File: src/hw/line_unit_pkg.sv
// Constants, field layouts and carrier types for the line unit register bank.
// Notes on behaviour
// - Driver monitor change sets sticky event, read clears.
// - Signal loss change sets sticky event, read clears.
// - Lock loss change sets sticky event, read clears.
// - FIFO limit change sets sticky event, read clears.
// - Pattern bit error sets sticky event, read clears.
// - Error counter saturation sets sticky event, read clears.
// - Driver alarm after 128 pulseless bit periods.
// - Expose signal loss, analog and digital loss.
// - Expose receiver lock loss as status.
// - FIFO limit within two bits of limits.
// - Pattern error status on detected bit error.
// - Build-out bit one disables build-out circuit.
// - Clock invert samples transmit data on rising.
// - All-ones bit sends continuous marks.
// - Insert one error only when generator enabled.
// - Self monitor routes monitor to own transmitter.
// - Equalizer bit one enables receive equalizer.
// - Monitor bit selects receiver monitoring mode.
// - Mute bit grounds receive data during loss.
// - Receive invert updates data on falling edge.
// - Disable bits turn off loss detectors.
// - Events request interrupts only when enabled.
package line_unit_pkg;

   // Register indices; the byte address on the bus is four times the index.
   localparam logic [7:0] IDX_EVENT  = 8'h02;
   localparam logic [7:0] IDX_ALARM  = 8'h03;
   localparam logic [7:0] IDX_TX_CTL = 8'h04;
   localparam logic [7:0] IDX_RX_CTL = 8'h05;

   // Writable and readable field masks per register.
   localparam logic [7:0] EVENT_MASK  = 8'h3f;
   localparam logic [7:0] ALARM_MASK  = 8'h7f;
   localparam logic [7:0] TX_CTL_MASK = 8'h37;
   localparam logic [7:0] RX_CTL_MASK = 8'h3f;
   localparam logic [7:0] REG_RESET   = 8'h00;

   // Event and alarm bit positions.
   localparam int EV_DRV  = 0;
   localparam int EV_LOS  = 1;
   localparam int EV_LOL  = 2;
   localparam int EV_FIFO = 3;
   localparam int EV_PAT  = 4;
   localparam int EV_SAT  = 5;
   localparam int AL_ANALOG_SIGNAL_LOSS_STATUS = 4;
   localparam int AL_DIGITAL_SIGNAL_LOSS_STATUS = 5;
   localparam int AL_PAT  = 6;

   // Transmit control bit positions.
   localparam int TX_BUILDOUT_DIS = 0;
   localparam int TX_CLK_INV      = 1;
   localparam int TX_ALL_ONES     = 2;
   localparam int TX_ERR_INSERT   = 4;
   localparam int TX_SELF_MON     = 5;

   // Receive control bit positions.
   localparam int RX_EQ_EN      = 0;
   localparam int RX_MON_MODE   = 1;
   localparam int RX_MUTE       = 2;
   localparam int RX_CLK_INV    = 3;
   localparam int RX_ANALOG_SIGNAL_LOSS_STATUS_DIS   = 4;
   localparam int RX_DIGITAL_SIGNAL_LOSS_STATUS_DIS   = 5;

   // Timing and limits.
   localparam logic [7:0]  DRV_QUIET_BITS = 8'h80;
   localparam logic [7:0]  BIT_DIV        = 8'h01;
   localparam logic [5:0]  FIFO_MARGIN    = 6'h02;
   localparam logic [5:0]  FIFO_DEPTH_S   = 6'h10;
   localparam logic [5:0]  FIFO_DEPTH_L   = 6'h20;
   localparam logic [15:0] ERR_CNT_MAX    = 16'hffff;

   // A bipolar line or data pair.
   typedef struct packed {
      logic pos;
      logic neg;
   } line_pair_t;

   // Raw conditions declared by the receiver and jitter attenuator.
   typedef struct packed {
      logic       analog_loss;
      logic       digital_loss;
      logic       lock_loss;
      logic       ja_enable;
      logic       ja_size32;
      logic [5:0] ja_fill;
   } rx_cond_t;

endpackage

File: src/hw/line_unit_status_control_regs.sv
// Status, event and control register bank of the line unit, with APB access.
`timescale 1ns/1ps
module line_unit_status_control_regs (
   input  wire logic                     ref_clk,                  // 50 MHz clock.
   input  wire logic                     sys_rst,                  // Sync reset, high.
   input  wire logic                     psel,                     // APB select.
   input  wire logic                     penable,                  // APB access phase.
   input  wire logic                     pwrite,                   // APB write.
   input  wire logic [7:0]               paddr,                    // APB byte address.
   input  wire logic [31:0]              pwdata,                   // APB write data.
   output logic [31:0]                   prdata,                   // APB read data.
   output logic                          pready,                   // APB ready.
   output logic                          pslverr,                  // APB error.
   input  wire line_unit_pkg::line_pair_t monitor_input,           // External monitor pins.
   input  wire line_unit_pkg::line_pair_t tx_data,                 // Transmit data in.
   input  wire logic                     tx_clock_in,              // Transmit clock.
   output line_unit_pkg::line_pair_t      tx_line,                 // Transmit line out.
   input  wire line_unit_pkg::line_pair_t rx_in,                   // Recovered data.
   input  wire logic                     rx_recovered_clock,       // Recovered clock.
   output line_unit_pkg::line_pair_t      rx_data,                 // Receive data out.
   input  wire line_unit_pkg::rx_cond_t   rx_cond,                 // Receiver conditions.
   input  wire logic                     pattern_error,            // Detector bit error.
   input  wire logic                     pattern_enable,           // Generator enabled.
   input  wire logic [5:0]               irq_enable,               // Per-event enables.
   output logic                          event_request,            // Enabled event pending.
   output logic                          driver_monitor_alarm,     // Driver failure.
   output logic                          pattern_error_insert,     // One-cycle insert pulse.
   output logic                          tx_buildout_disable,      // Build-out off.
   output logic                          rx_equalizer_enable,      // Equalizer on.
   output logic                          rx_monitor_mode,          // Monitoring mode.
   output logic                          analog_loss_detector_disable,  // ANALOG_SIGNAL_LOSS_STATUS off.
   output logic                          digital_loss_detector_disable  // DIGITAL_SIGNAL_LOSS_STATUS off.
);

   // Whole state of the bank, registered as one word.
   typedef struct packed {
      logic [7:0]               tx_ctl;
      logic [7:0]               rx_ctl;
      logic [5:0]               events;
      logic [6:0]               alarm;
      logic [7:0]               quiet_cnt;
      logic [7:0]               div_cnt;
      logic                     tx_clk_prev;
      logic                     rx_clk_prev;
      line_unit_pkg::line_pair_t tx_line;
      line_unit_pkg::line_pair_t rx_data;
      logic                     ones_phase;
      logic [15:0]              err_cnt;
      logic                     insert;
      logic [31:0]              prdata;
      logic                     pready;
      logic                     pslverr;
      logic                     request;
   } state_t;

   state_t state_reg;
   state_t state_next;

   // Register index of a bus address; misaligned gives zero, out-of-range passes through unchanged.
   function automatic logic [7:0] reg_index(input logic [7:0] addr);
      logic [7:0] idx;
      idx = {2'b00, addr[7:2]};
      if (addr[1:0] != 2'b00) begin
         idx = 8'h00;
      end
      return idx;
   endfunction

   // True when the index names one of the four registers of this bank.
   function automatic logic is_mapped(input logic [7:0] idx);
      return (idx == line_unit_pkg::IDX_EVENT) || (idx == line_unit_pkg::IDX_ALARM) ||
             (idx == line_unit_pkg::IDX_TX_CTL) || (idx == line_unit_pkg::IDX_RX_CTL);
   endfunction

   // Jitter attenuator fill is within the margin of empty or full.
   function automatic logic near_limit(input line_unit_pkg::rx_cond_t c);
      logic [5:0] depth;
      depth = c.ja_size32 ? line_unit_pkg::FIFO_DEPTH_L : line_unit_pkg::FIFO_DEPTH_S;
      return c.ja_enable && ((c.ja_fill <= line_unit_pkg::FIFO_MARGIN) ||
             (c.ja_fill >= depth - line_unit_pkg::FIFO_MARGIN));
   endfunction

   logic [7:0]               idx;
   logic                     setup_phase;
   logic                     access_done;
   logic                     bit_tick;
   logic                     tx_edge;
   logic                     rx_edge;
   logic                     analog_signal_loss_status;
   logic                     digital_signal_loss_status;
   logic                     pulse_seen;
   logic [6:0]               alarm_now;
   logic [5:0]               ev_set;
   logic [5:0]               ev_clr;
   line_unit_pkg::line_pair_t mon_src;
   logic [7:0]               rd_val;

   always_comb begin
      state_next = state_reg;
      idx = reg_index(paddr);
      setup_phase = psel && !penable;
      access_done = psel && penable && state_reg.pready;

      // The bus answers with one wait-free access phase: ready is raised
      // the cycle after setup, so read data is already registered by then.
      state_next.pready = setup_phase;
      state_next.pslverr = setup_phase && !is_mapped(idx);
      if (setup_phase) begin
         rd_val = 8'h00;
         if (idx == line_unit_pkg::IDX_EVENT) begin
            rd_val = {2'b00, state_reg.events};
         end else if (idx == line_unit_pkg::IDX_ALARM) begin
            rd_val = {1'b0, state_reg.alarm};
         end else if (idx == line_unit_pkg::IDX_TX_CTL) begin
            rd_val = state_reg.tx_ctl;
         end else if (idx == line_unit_pkg::IDX_RX_CTL) begin
            rd_val = state_reg.rx_ctl;
         end
         state_next.prdata = pwrite ? 32'h0000_0000 : {24'h00_0000, rd_val};
      end else begin
         rd_val = 8'h00;
      end

      // Control writes take effect at the access edge; reserved bits stay zero.
      state_next.insert = 1'b0;
      if (access_done && pwrite) begin
         if (idx == line_unit_pkg::IDX_TX_CTL) begin
            state_next.tx_ctl = pwdata[7:0] & line_unit_pkg::TX_CTL_MASK;
            // Insertion is a one-shot request, gated by the generator enable.
            state_next.insert = pwdata[line_unit_pkg::TX_ERR_INSERT] && pattern_enable;
         end else if (idx == line_unit_pkg::IDX_RX_CTL) begin
            state_next.rx_ctl = pwdata[7:0] & line_unit_pkg::RX_CTL_MASK;
         end
      end

      // Bit-period enable from the divider.
      bit_tick = (state_reg.div_cnt == 8'h00);
      state_next.div_cnt = bit_tick ? (line_unit_pkg::BIT_DIV - 8'h01) :
                                      (state_reg.div_cnt - 8'h01);

      // Driver monitor watches our own line or the external pins.
      mon_src = state_reg.tx_ctl[line_unit_pkg::TX_SELF_MON] ?
                state_reg.tx_line : monitor_input;
      pulse_seen = mon_src.pos || mon_src.neg;
      if (bit_tick) begin
         if (pulse_seen) begin
            state_next.quiet_cnt = 8'h00;
         end else if (state_reg.quiet_cnt < line_unit_pkg::DRV_QUIET_BITS) begin
            state_next.quiet_cnt = state_reg.quiet_cnt + 8'h01;
         end
      end

      // Loss detectors are forced quiet when disabled by software.
      analog_signal_loss_status = rx_cond.analog_loss && !state_reg.rx_ctl[line_unit_pkg::RX_ANALOG_SIGNAL_LOSS_STATUS_DIS];
      digital_signal_loss_status = rx_cond.digital_loss && !state_reg.rx_ctl[line_unit_pkg::RX_DIGITAL_SIGNAL_LOSS_STATUS_DIS];

      // Live alarm status, one register stage behind the inputs.
      alarm_now = 7'h00;
      alarm_now[line_unit_pkg::EV_DRV] =
         (state_next.quiet_cnt >= line_unit_pkg::DRV_QUIET_BITS);
      alarm_now[line_unit_pkg::EV_LOS] = analog_signal_loss_status || digital_signal_loss_status;
      alarm_now[line_unit_pkg::EV_LOL] = rx_cond.lock_loss;
      alarm_now[line_unit_pkg::EV_FIFO] = near_limit(rx_cond);
      alarm_now[line_unit_pkg::AL_ANALOG_SIGNAL_LOSS_STATUS] = analog_signal_loss_status;
      alarm_now[line_unit_pkg::AL_DIGITAL_SIGNAL_LOSS_STATUS] = digital_signal_loss_status;
      alarm_now[line_unit_pkg::AL_PAT] = pattern_error;
      state_next.alarm = alarm_now;

      // Saturating error counter; it restarts when pattern_enable is low.
      if (!pattern_enable) begin
         state_next.err_cnt = 16'h0000;
      end else if (pattern_error && (state_reg.err_cnt != line_unit_pkg::ERR_CNT_MAX)) begin
         state_next.err_cnt = state_reg.err_cnt + 16'h0001;
      end

      // Event sources: status changes, pattern errors, counter saturation.
      ev_set = 6'h00;
      ev_set[line_unit_pkg::EV_DRV] = alarm_now[0] != state_reg.alarm[0];
      ev_set[line_unit_pkg::EV_LOS] = alarm_now[1] != state_reg.alarm[1];
      ev_set[line_unit_pkg::EV_LOL] = alarm_now[2] != state_reg.alarm[2];
      ev_set[line_unit_pkg::EV_FIFO] = alarm_now[3] != state_reg.alarm[3];
      ev_set[line_unit_pkg::EV_PAT] = pattern_error;
      ev_set[line_unit_pkg::EV_SAT] =
         (state_next.err_cnt == line_unit_pkg::ERR_CNT_MAX) &&
         (state_reg.err_cnt != line_unit_pkg::ERR_CNT_MAX);

      // A read clears only the bits it reported, so an event landing between
      // setup and access is kept; a new set in the clearing cycle wins too.
      ev_clr = 6'h00;
      if (access_done && !pwrite && (idx == line_unit_pkg::IDX_EVENT)) begin
         ev_clr = state_reg.prdata[5:0];
      end
      state_next.events = (state_reg.events & ~ev_clr) | ev_set;

      // Only enabled events raise the request line.
      state_next.request = |(state_next.events & irq_enable);

      // Transmit data is taken on the falling clock edge, or rising if inverted.
      state_next.tx_clk_prev = tx_clock_in;
      tx_edge = state_reg.tx_ctl[line_unit_pkg::TX_CLK_INV] ?
                (tx_clock_in && !state_reg.tx_clk_prev) :
                (!tx_clock_in && state_reg.tx_clk_prev);
      if (tx_edge) begin
         if (state_reg.tx_ctl[line_unit_pkg::TX_ALL_ONES]) begin
            // Marks alternate polarity so the line stays bipolar.
            state_next.tx_line.pos = state_reg.ones_phase;
            state_next.tx_line.neg = !state_reg.ones_phase;
            state_next.ones_phase = !state_reg.ones_phase;
         end else begin
            state_next.tx_line = tx_data;
         end
      end

      // Receive data changes on the rising clock edge, or falling if inverted.
      state_next.rx_clk_prev = rx_recovered_clock;
      rx_edge = state_reg.rx_ctl[line_unit_pkg::RX_CLK_INV] ?
                (!rx_recovered_clock && state_reg.rx_clk_prev) :
                (rx_recovered_clock && !state_reg.rx_clk_prev);
      if (state_reg.rx_ctl[line_unit_pkg::RX_MUTE] && state_reg.alarm[line_unit_pkg::EV_LOS]) begin
         // Muting acts at once rather than waiting for a clock edge, since
         // the recovered clock may be unreliable while the signal is lost.
         state_next.rx_data = '0;
      end else if (rx_edge) begin
         state_next.rx_data = rx_in;
      end
   end

   // One register stage for the whole bank; every field clears on reset.
   always_ff @(posedge ref_clk) begin
      if (sys_rst) begin
         state_reg <= '0;
      end else begin
         state_reg <= state_next;
      end
   end

   // All outputs are taken straight from the registered state.
   assign prdata = state_reg.prdata;
   assign pready = state_reg.pready;
   assign pslverr = state_reg.pslverr;
   assign tx_line = state_reg.tx_line;
   assign rx_data = state_reg.rx_data;
   assign event_request = state_reg.request;
   assign driver_monitor_alarm = state_reg.alarm[line_unit_pkg::EV_DRV];
   assign pattern_error_insert = state_reg.insert;
   assign tx_buildout_disable = state_reg.tx_ctl[line_unit_pkg::TX_BUILDOUT_DIS];
   assign rx_equalizer_enable = state_reg.rx_ctl[line_unit_pkg::RX_EQ_EN];
   assign rx_monitor_mode = state_reg.rx_ctl[line_unit_pkg::RX_MON_MODE];
   assign analog_loss_detector_disable = state_reg.rx_ctl[line_unit_pkg::RX_ANALOG_SIGNAL_LOSS_STATUS_DIS];
   assign digital_loss_detector_disable = state_reg.rx_ctl[line_unit_pkg::RX_DIGITAL_SIGNAL_LOSS_STATUS_DIS];

endmodule
File: config.mk
export PLATFORM = sky130hd
export DESIGN_NAME = line_unit_status_control_regs
export DESIGN_NICKNAME = d
export VERILOG_FILES = /design/src/hw/line_unit_pkg.sv /design/src/hw/line_unit_status_control_regs.sv
export SDC_FILE = /design/constraint.sdc
export NUM_CORES = 1
export LEC_CHECK = 0
export CAP_MARGIN = 20
export CORE_ASPECT_RATIO = 1.2
export CORE_MARGIN = 8
export CORE_UTILIZATION = 60
export DETAILED_ROUTE_END_ITERATION = 6
export DONT_BUFFER_PORTS = 1
export PLACE_DENSITY = 0.77
export RECOVER_POWER = 100
export SLEW_MARGIN = 0
export SYNTH_ARGS = -nofsm -noshare
export SYNTH_HDL_FRONTEND = slang
export SYNTH_SLANG_ARGS = --single-unit
File: constraint.sdc
create_clock -name ref_clk -period 2.9 [get_ports ref_clk]
set_input_delay 0.435 -clock ref_clk [delete_from_list [all_inputs] [get_ports ref_clk]]
set_output_delay 0.435 -clock ref_clk [all_outputs]
set_load 0.1 [all_outputs]
==> impl_metrics.yaml <==
global_route:
  gr-total-overflow: 0
  grt_pass1_wl_mm: 13.3
  grt_usage_pct: 18.5
  grt_max_degree: 44
  grt_pass1_vias: 2828
  antenna_found_initial: 0
routing:
  drt_iter0_drc: 111
  routed_wl_mm: 8.40
  post_drt_wl_per_cell_um: 16.4
  drtPass1Iterations: 6
  vias: 2908
  drc: 0
  vias_per_cell: 5.66
  ant_nets: 0
yosys:
  synth-edff-count: 0
  synth_ff_type: "dfxtp_1"
  yosysWarnings: 0
  yosysSeqAreaShare_pct: 39.0
  yosys.area.top_type: "dfxtp_1"
  netlist_instances: 430
  synth_top_area_share_pct: 39.0
  synth.avg_cell_area_um2: 8.83
  synth_cell_types: 60
  synthTopCellsByArea: "dfxtp_1, buf_4, nor2_1"
  async_flop_share_pct: 0
  syn-cell-area_um2: 3800
  synth-seq-cells: 74
floorplan:
  die_height_um: 103
  die_w_um: 88.6
  num_rows: 31
  ioPinCount: 118
  core_area_um2: 6090
  initial_core_util_pct: 62.4
  dieArea_um2: 9140
timing:
  whs_ps: 158
  timing.final.crit_share_pct: 90.3
  worstMarginPinSlew_ps: 1270
  rsz0062_at_grt: "false"
  fmax_ghz: 0.382
  hold_viol: 0
  fin_crit_ps: 2620
  worst_clock_skew_ps: 11.4
  finalMaxSlewViolations: 0
  setup_tns_ps: 0
  setup_viol: 0
  slew_headroom_pct: 15.2
worst_setup_path:
  worstSetupStartpointType: "flop"
  cp_max_fo: 8
  critPathCaptureType: "flop"
  r2r_cells: 8
  arrival_ps: 2900
  critPathRequiredTime_ps: 3180
  crit_type: "flop to flop"
finish:
  largest_reg_flops: 53
  multi_input_area_um2: 2010
  area_growth_pct: 3.39
  antenna_cells: 0
  regArea_um2: 1480
  fin_area_um2: 3930
  fillers: 528
  utilization_pct: 64.5
  layout.nets: 504
  drive_gt1_share_pct: 6.48
clock_network:
  cts_sinks: 74
  cts_resized: 0
  clk_pin_slew_ps: 90
  cts_made_buffers: 9
  clock_path_buffers: 2
  cts_tree: "yes"
  clkLatencyLatePin_ps: 350
  postCtsSetupBuffers: 0
  cts-root-buf: "clkbuf_8"
  ctsHoldBuffers: 0
  htree_levels: 3
power:
  p_sw_w: 0.000656
  p_clk_share_pct: 41.5
  p_seq_share_pct: 47.7
  comb_power_share_pct: 10.7
  sw_frac_of_total_pct: 29.2
  p_int_w: 0.00159
  p_total_w: 0.00225
  ir_drop_uv: 256
  power_density_nw_per_um2: 572
  power.leakage_nw: 1.57
placement:
  placed_area_um2: 3770
  post-dp-hpwl_mm: 6.33
  place.gp.congestion: 0.863
  portBuffers: 0
worst_hold_path:
  holdPathStages: 1
  hp-class: "input pin to flop"
run:
  drv_cap: 0
status:
  status: "completed"
## cell type report
type | instances | share of cell area, %
clock buffers | 10 | 3.50
clock inverters | 6 | 2.42
inverters | 9 | 0.860
multi-input cells | 315 | 51.2
flip-flops and latches | 74 | 37.7
well taps | 82 | 2.61
repair buffers | 18 | 1.72
## metal layers
metal  global-route usage [%]  vias to the layer above  part of all wire, %  wire (um)
li1                         -                     1437                    -          -
met1                     19.3                     1374                   38       3180
met2                     32.9                       84                   52       4400
met3                     4.86                       13                  7.5        627
met4                     9.78                        0                  2.3        191
met5                        0                        -                    0          0
## placed cells by master, fill, tap and decap left out, types with 4 or more instances in the layout
cell type,instances
nor2b_1,9
ha_1,5
a21o_1,5
clkbuf_1,18
conb_1,25
a21oi_1,16
nor3_1,6
inv_1,9
o21ai_0,10
nand2_1,24
nand3_1,11
nand2b_1,8
mux2i_1,15
xnor2_1,11
a221oi_1,4
or3_1,4
nand4_1,8
a22oi_1,11
xor2_1,17
dfxtp_1,74
clkbuf_8,10
nor4_1,6
nor2_1,69
## stage by stage
step	worst slack, ps	instances
6_report	280	514
5_1_grt	33.7	514
4_1_cts	276	514
3_5_place_dp	286	498
3_3_place_gp	346	498
2_1_floorplan	502	454
## path summary, 6_finish.rpt
check	startpoint	end	slack, ps
max	state_reg[36]	event_request	280
min	sys_rst	state_reg[76]	160
max reg2reg	state_reg[36]	event_request	280
min reg2reg	state_reg[59]	state_reg[59]	480
## synthesized netlist by cell type (2+ instances only)
| master | instances |
|---|---|
| dfxtp_1 | 74 |
| nor2_1 | 69 |
| buf_4 | 38 |
| nand2_1 | 24 |
| xor2_1 | 17 |
| a21oi_1 | 16 |
| mux2i_1 | 15 |
| clkbuf_1 | 13 |
| a22oi_1 | 11 |
| nand3_1 | 11 |
| xnor2_1 | 11 |
| o21ai_0 | 10 |
| inv_1 | 9 |
| nor2b_1 | 9 |
| nand2b_1 | 8 |
| nand4_1 | 8 |
| nor3_1 | 6 |
| nor4_1 | 6 |
| a21o_1 | 5 |
| ha_1 | 5 |
| a221oi_1 | 4 |
| or3_1 | 4 |
| a211oi_1 | 3 |
| a22o_1 | 3 |
| and3_1 | 3 |
| and4b_1 | 3 |
| buf_2 | 3 |
| nand3b_1 | 3 |
| a31oi_1 | 2 |
| and4_1 | 2 |
| mux2_2 | 2 |
| nand4_4 | 2 |
| nor3b_1 | 2 |
| o31ai_1 | 2 |
| or2_2 | 2 |
## power groups by stage
| stage | combinational, W | clock [W] | sequential [W] |
|---|---|---|---|
| 2_1_floorplan | 0.000276 | 0 | 0.00109 |
| 6_report | 0.000241 | 0.000933 | 0.00107 |
| 5_1_grt | 0.000252 | 0.000976 | 0.00108 |
| 4_1_cts | 0.000244 | 0.000945 | 0.00107 |
| 3_5_place_dp | 0.000243 | 0 | 0.00110 |
| 3_3_place_gp | 0.000241 | 0 | 0.00110 |
## worst max-delay path, stage by stage, from the launching register on
cell and delay, ps:
dfxtp_1 470, ha_1 370, nand4_4 200, o41a_1 570
o21ai_0 120, a32oi_1 160, a2111oi_4 380, nand3_1 110
a31oi_1 180
## cells by family (layout without fill, tap and decap cells)
group                      Yosys count  count (layout)  share of synthesized area (%)
and+or+nand+nor                    171             171                           24.1
DFF                                 74              74                           39.0
AOI/OAI and AO/OA                   69              69                           13.7
buffers and inverters               65              43                           10.5
xor gates and xnor gates            28              28                           6.46
muxes                               17              17                           4.55
adders and majority gates            5               5                           1.65
other                                1              25                         0.0987
(Power assumes the default switching activity.)
